**config.mk**
```make
export PLATFORM = sky130hd
export DESIGN_NAME = operand_decode
export DESIGN_NICKNAME = d
export VERILOG_FILES = /design/src/hdl/operand_decode_pkg.sv /design/src/hdl/bit_manip_unit.sv /design/src/hdl/operand_decode.sv
export SDC_FILE = /design/constraint.sdc
export NUM_CORES = 1
export LEC_CHECK = 0
export ABC_AREA = 1
export BUFFER_PORTS_ARGS = -buffer_cell sky130_fd_sc_hd__buf_2
export CAP_MARGIN = 15
export CORE_AREA = 2 2 163 165
export DETAILED_ROUTE_END_ITERATION = 6
export DIE_AREA = 0 0 165 167
export PLACE_DENSITY = 0.68
export RECOVER_POWER = 100
export SLEW_MARGIN = 20
export SYNTH_ARGS = -nofsm -noshare
export SYNTH_HDL_FRONTEND = slang
export SYNTH_SLANG_ARGS = --single-unit
```
**constraint.sdc**
```tcl
create_clock -name clk_i -period 6.2 [get_ports clk_i]
set_input_delay 1.55 -clock clk_i [delete_from_list [all_inputs] [get_ports clk_i]]
set_output_delay 1.55 -clock clk_i [all_outputs]
set_load 0.005 [all_outputs]
```
**src/hdl/operand_decode_pkg.sv**
```systemverilog
// shared types and constants for the operand decode block
package operand_decode_pkg;
  localparam int unsigned WORD_W = 16;
  localparam logic [3:0] BYTE_IDX_MASK = 4'h7;
  localparam logic [3:0] WORD_IDX_MASK = 4'hF;
  localparam logic [15:0] BYTE_STEP = 16'h0001;
  localparam logic [15:0] WORD_STEP = 16'h0002;
  localparam logic [15:0] BYTE_MASK = 16'h00FF;
  localparam logic [7:0] TABLE_LAST = 8'hFF;
  localparam int unsigned REG_COUNT = 8;
  localparam logic [2:0] REG_SP = 3'h4;
  localparam logic [2:0] REG_IX = 3'h6;
  localparam logic [2:0] REG_IY = 3'h7;
  localparam logic [1:0] SHORT_LAT = 2'h1;

  typedef enum logic [2:0] {
    OP_NONE,
    OP_BIT,
    OP_SHORT_BRANCH,
    OP_BLOCK,
    OP_XLAT,
    OP_RET_POP,
    OP_FAR_PTR,
    OP_MISC
  } op_class_t;

  typedef enum logic [1:0] {
    bit_test_op,
    bit_set_op,
    bit_clear_op,
    bit_invert_op
  } bit_op_t;

  typedef enum logic [1:0] {
    MISC_NEAR_IND,
    MISC_DIRECT,
    MISC_ESCAPE
  } misc_op_t;

  typedef struct packed {
    logic valid;
    op_class_t cls;
    logic word;
    logic idx_from_count;
    logic [3:0] bit_field;
    bit_op_t bit_op;
    misc_op_t misc;
    logic [15:0] value;
    logic [15:0] imm16;
    logic [15:0] aux16;
    logic [7:0] disp8;
    logic [2:0] reg_sel;
    logic blk_dst;
    logic dir_down;
  } decode_req_t;

  typedef struct packed {
    logic valid;
    logic [15:0] result;
    logic write_back;
    logic zero;
    logic [15:0] addr;
    logic [15:0] segment;
    logic seg_load;
    logic [15:0] pc_next;
    logic [15:0] sp_next;
    logic [15:0] index_next;
    logic [2:0] index_reg;
    logic index_load;
    logic [7:0] escape_code;
  } decode_rsp_t;
endpackage : operand_decode_pkg

```
**src/hdl/bit_manip_unit.sv**
```systemverilog
// single bit test, set, clear and invert on a byte or word operand
`timescale 1ns/1ns
module bit_manip_unit (
  input wire logic [15:0] value_i,
  input wire logic word_i,
  input wire logic [3:0] index_i,
  input wire operand_decode_pkg::bit_op_t op_i,
  output logic [15:0] result_o,
  output logic zero_o
);
  logic [15:0] sel;
  logic [15:0] keep;

  always_comb
  begin
    sel = 16'h0001 << index_i;
    keep = word_i ? 16'hFFFF : operand_decode_pkg::BYTE_MASK;
    zero_o = (value_i & sel) == 16'h0000; // RQ2
    case (op_i)
      operand_decode_pkg::bit_set_op: result_o = (value_i | sel) & keep; // RQ2
      operand_decode_pkg::bit_clear_op: result_o = value_i & ~sel & keep;
      operand_decode_pkg::bit_invert_op: result_o = (value_i ^ sel) & keep;
      default: result_o = value_i & keep;
    endcase
  end
endmodule : bit_manip_unit

```
**src/hdl/operand_decode.sv**
```systemverilog
// operand decode: bit addressing and the special operand classes
`timescale 1ns/1ns
// Overview of operation
// RQ1 - bit number from immediate or count_low_byte
// RQ2 - test, set, clear, invert one bit only
// RQ3 - immediate index three bits byte, four word
// RQ4 - count_low_byte high bits ignored
// RQ5 - cycle counts assume prefetched instruction bytes
// RQ6 - short branch spans -128 to +127 bytes
// RQ7 - source block through source_index_register
// RQ8 - destination block through destination_index_register
// RQ9 - translation table of 256 bytes
// RQ10 - return adds discard count to stack pointer
// RQ11 - far pointer gives offset and segment
// RQ12 - near indirect keeps program segment
// RQ13 - direct operand uses 16-bit address field
// RQ14 - register set covers eight word registers
// RQ15 - escape carries coprocessor instruction code
// RQ16 - block index steps one or two
module operand_decode (
  input wire logic clk_i,
  input wire logic rst_i,
  input wire operand_decode_pkg::decode_req_t req_i,
  input wire logic [7:0] count_low_byte_i,
  input wire logic [15:0] pc_end_i,
  input wire logic [15:0] source_index_register_i,
  input wire logic [15:0] destination_index_register_i,
  input wire logic [15:0] stack_pointer_i,
  input wire logic [15:0] base_word_register_i,
  input wire logic [15:0] reg_file_i [operand_decode_pkg::REG_COUNT],
  output operand_decode_pkg::decode_rsp_t rsp_o,
  output logic [15:0] reg_read_o
);
  typedef struct packed {
    operand_decode_pkg::decode_rsp_t rsp;
    logic [15:0] reg_read;
  } state_t;

  state_t state_q;
  state_t state_d;
  logic [3:0] bit_index;
  logic [3:0] idx_mask;
  logic [15:0] bit_result;
  logic bit_zero;
  logic [15:0] disp_ext;
  logic [15:0] step;
  logic [15:0] blk_base;

  // the mask applies to either source, so wider immediates are truncated too
  always_comb
  begin
    idx_mask = req_i.word ? operand_decode_pkg::WORD_IDX_MASK
                          : operand_decode_pkg::BYTE_IDX_MASK; // RQ3
    if (req_i.idx_from_count)
    begin
      bit_index = count_low_byte_i[3:0] & idx_mask; // RQ1 RQ4
    end
    else
    begin
      bit_index = req_i.bit_field & idx_mask; // RQ1 RQ3
    end
  end

  bit_manip_unit u_bit (
    .value_i(req_i.value),
    .word_i(req_i.word),
    .index_i(bit_index),
    .op_i(req_i.bit_op),
    .result_o(bit_result),
    .zero_o(bit_zero)
  );

  always_comb
  begin
    disp_ext = {{8{req_i.disp8[7]}}, req_i.disp8}; // RQ6
    step = req_i.word ? operand_decode_pkg::WORD_STEP
                      : operand_decode_pkg::BYTE_STEP; // RQ16
    blk_base = req_i.blk_dst ? destination_index_register_i // RQ8
                             : source_index_register_i; // RQ7
  end

  // one registered stage: decode, address and execute resolve together,
  // relying on the instruction bytes already sitting in req_i
  always_comb
  begin
    state_d = state_q;
    state_d.rsp = '0;
    state_d.rsp.valid = req_i.valid; // RQ5
    state_d.reg_read = reg_file_i[req_i.reg_sel]; // RQ14
    if (req_i.valid)
    begin
      case (req_i.cls)
        operand_decode_pkg::OP_BIT:
        begin
          state_d.rsp.result = bit_result;
          state_d.rsp.zero = bit_zero;
          state_d.rsp.write_back =
            req_i.bit_op != operand_decode_pkg::bit_test_op; // RQ2
        end
        operand_decode_pkg::OP_SHORT_BRANCH:
        begin
          state_d.rsp.pc_next = pc_end_i + disp_ext; // RQ6
        end
        operand_decode_pkg::OP_BLOCK:
        begin
          state_d.rsp.addr = blk_base; // RQ7 RQ8
          state_d.rsp.index_reg = req_i.blk_dst ? operand_decode_pkg::REG_IY
                                                : operand_decode_pkg::REG_IX;
          state_d.rsp.index_load = 1'b1;
          if (req_i.dir_down)
          begin
            state_d.rsp.index_next = blk_base - step; // RQ16
          end
          else
          begin
            state_d.rsp.index_next = blk_base + step; // RQ16
          end
        end
        operand_decode_pkg::OP_XLAT:
        begin
          // byte index cannot leave the 256-byte table
          state_d.rsp.addr = base_word_register_i
            + {8'h00, req_i.value[7:0] & operand_decode_pkg::TABLE_LAST}; // RQ9
        end
        operand_decode_pkg::OP_RET_POP:
        begin
          // a full 16-bit count wraps the stack pointer, as the adder does
          state_d.rsp.sp_next = stack_pointer_i + req_i.imm16; // RQ10
          state_d.rsp.index_reg = operand_decode_pkg::REG_SP;
          state_d.rsp.index_load = 1'b1;
        end
        operand_decode_pkg::OP_FAR_PTR:
        begin
          state_d.rsp.pc_next = req_i.value; // RQ11
          state_d.rsp.segment = req_i.aux16; // RQ11
          state_d.rsp.seg_load = 1'b1;
        end
        operand_decode_pkg::OP_MISC:
        begin
          case (req_i.misc)
            operand_decode_pkg::MISC_NEAR_IND:
            begin
              state_d.rsp.pc_next = req_i.value; // RQ12
              state_d.rsp.seg_load = 1'b0; // RQ12
            end
            operand_decode_pkg::MISC_DIRECT:
            begin
              state_d.rsp.addr = req_i.imm16; // RQ13
            end
            operand_decode_pkg::MISC_ESCAPE:
            begin
              state_d.rsp.escape_code = req_i.imm16[7:0]; // RQ15
            end
            default:
            begin
              state_d.rsp.valid = 1'b0;
            end
          endcase
        end
        default:
        begin
          state_d.rsp.valid = 1'b0;
        end
      endcase
    end
  end

  always_ff @(posedge clk_i or posedge rst_i)
  begin
    if (rst_i)
    begin
      state_q <= '0;
    end
    else
    begin
      state_q <= state_d;
    end
  end

  assign rsp_o = state_q.rsp;
  assign reg_read_o = state_q.reg_read;
endmodule : operand_decode

```
==> flow_summary.ini <==
[placed_design]
place.gp.congestion = 0.9532
portBuffers = 416
dp.final_hpwl_um = 28520

[timing]
whs_ns = 1.334
tns_ns = 0
tightest_slew_ns = 3.504
max-slew-margin-rel = -1.349
rsz0062_at_grt = false
timing.fmax_mhz = 218.7
slew_viol_final = 196
setup_violations = 0
finalCriticalPeriod_ns = 4.572
post-route-period-util = 0.7375
hold_viol_final = 0

[clock_tree]
cts_resized = 0
hold_buffers = 0
clk_path_buf_depth = 2
cts.sinks = 127
clk_pin_slew_ns = 0.07
cts_tree = yes
clock-root-buffer = clkbuf_16
cts_buffers = 17
htree_levels = 4
post_cts_buffers = 0

[synthesis]
yosysSeqAreaShare = 0.3214
async_flop_share = 1.000
synth_top_flop_cell = dfrtp_1
yosysTopAreaCell = dfrtp_1
avgSynthCellArea_sq_um = 7.079
ys_warn_count = 0
synth_common_cells = 259 x nand2_1, 244 x nor2_1, 168 x inv_1
ys_seq_elements = 127
synth.most_common_cell = nand2_1
synth_enable_flop_cells = 0
syn_nets = 1795
ys_types = 46
synth_top_area_frac = 0.3214
synthCells = 1397
synth_area_leaders = dfrtp_1 32%, ha_1 13%, nand2_1 9.8%
syn_area_sq_mm = 0.009889

[layout]
drive_gt1_frac = 0.2121
syn_to_final_growth_pct = 27.97
num-fill-cells = 2690
nets = 2191

[min_path]
hold_path.startpoint = req_i[25]
hold_path.class = in -> reg
min_to = rsp_o[73]
holdPathStages = 3

[setup_path]
cp_top_family = simple AND/OR/NAND/NOR gates
cp_common_cell = inv_1
critPathArrivalTime_ns = 4.90
path_buf_inv = 4
path_class = in -> reg
worstPathCellList = clkbuf_1 > inv_1 > nor3_1 > inv_1 > nor2_1 > inv_1 > nor3b_1
crit_required_ns = 6.53
critical_path.max_fanout = 14
critPathSlowestCell = nor3_1
max_stage_delay_ns = 1.27
endpoint_kind = flop
startpoint_type = input port

[outcome]
status = complete, but fails checks
violations = capacitance limit, slew limit

[floorplanning]
initial_core_util = 0.3839
die_area_sq_mm = 0.02756
io_pins = 421
die-width_um = 165
rows = 59
placeableCoreArea_sq_mm = 0.02576
fp.dieH_um = 167

[drt]
num_vias = 10820
drt_wl_total_um = 35440
drt_pass1_iterations = 7
wl_per_cell_um = 16.54
drc = 0
via_per_inst = 5.049
antenna_left = 0
drt_iter0_markers = 824

[power]
p_leak_nw = 6.880
p_sw_frac = 0.3365
power_density_mw_per_mm2 = 199.9
seq_power_share = 0.344
p_int_mw = 1.678
vdd.ir_drop.worst_uv = 144.6
comb_power_share = 0.258
switching_power_uw = 851.2
clkPwrFrac = 0.398

[global_route]
grt_max_degree = 82
grt_pass1_wl_um = 53650
grt_pass1_vias = 10270
grt_usage = 0.2520
antenna_found_initial = 4
grt_overflow_total = 0

[job]
maxCapViolations = 4
-- cell families (layout without fill, tap and decap cells) --
| family | Yosys count | in the layout | synth area share |
|---|---|---|---|
| DFF | 127 | 127 | 0.3214 |
| and+or+nand+nor | 626 | 626 | 0.2629 |
| AOI/OAI and AO/OA | 297 | 297 | 0.1737 |
| buffers and inverters | 223 | 632 | 0.08806 |
| muxes | 10 | 10 | 0.01012 |
| other | 0 | 2 | 0 |
| xor gates and xnor gates | 9 | 9 | 0.007971 |
| adders and majority gates | 105 | 105 | 0.1359 |
-- layout by cell type, fill, tap and decap left out, types with 17 or more instances in the layout --
cell type,n
buf_2,328
nor2_1,245
a21oi_1,103
a31oi_1,21
nand3_1,75
dfrtp_1,127
nand2_1,259
a221oi_1,18
ha_1,101
inv_1,173
o21ai_0,89
o22ai_1,19
clkbuf_16,17
clkbuf_1,89
-- through the flow --
stage                     instance area, sq um  setup slack, ns    util  power, mW  cells
final                                    12660            1.628  0.4912      2.529   2143
after detailed placement                 12230            2.208  0.4747      1.542   2109
after CTS                                12800            2.659  0.4969      2.566   2141
after global routing                     12650            1.295  0.4911      2.679   2142
after floorplan                           9889            1.266       -      1.281   1397
after global placement                   12230            2.273  0.4746      1.532   2109
-- worst max path at each step --
stage	startpoint	to	slack, ns	cells after the start
floorplan	rst_i	reg_read_o[0]	1.27	1
global placement	req_i[1]	rsp_o[22]	2.27	14
detailed placement	req_i[1]	rsp_o[22]	2.21	14
CTS	req_i[1]	rsp_o[22]	2.66	14
global route	req_i[71]	rsp_o[16]	1.30	7
finish	req_i[71]	rsp_o[16]	1.63	7
-- sequential cells by signal, indices dropped and copies added (netlist names) --
| signal | cells |
|---|---|
| reg_read_o | 16 |
| rsp_o | 111 |
-- cell type report --
cell class	count	area [sq um]	area share
multi-input cells	1047	5809	0.4590
well taps	335	419.2	0.03312
flip-flops and latches	127	3178	0.2511
inverters	181	681.9	0.05388
clock inverters	13	128.9	0.01018
diodes	2	5.005	0.0003955
repair buffers	419	1991	0.1573
clock buffers	19	442.9	0.03500
-- power by group through the flow --
stage               Clock, mW  Sequential [mW]  Combinational [mW]
CTS                      1.04            0.869               0.661
detailed placement          0            0.885               0.657
floorplan                   0            0.887               0.394
finish                   1.01            0.870               0.653
global placement            0            0.885               0.647
global route             1.07            0.872               0.739
-- metal layers --
metal | track usage | wire length, um | share of wire | vias up
met5 | 0 | 26 | 0.00073 | -
met4 | 0.09187 | 1172 | 0.033 | 4
met3 | 0.05205 | 2495 | 0.070 | 66
met2 | 0.4295 | 17140 | 0.48 | 451
met1 | 0.3119 | 14610 | 0.41 | 4901
li1 | - | - | - | 5398
No activity file was read; power rests on OpenSTA's default activity.
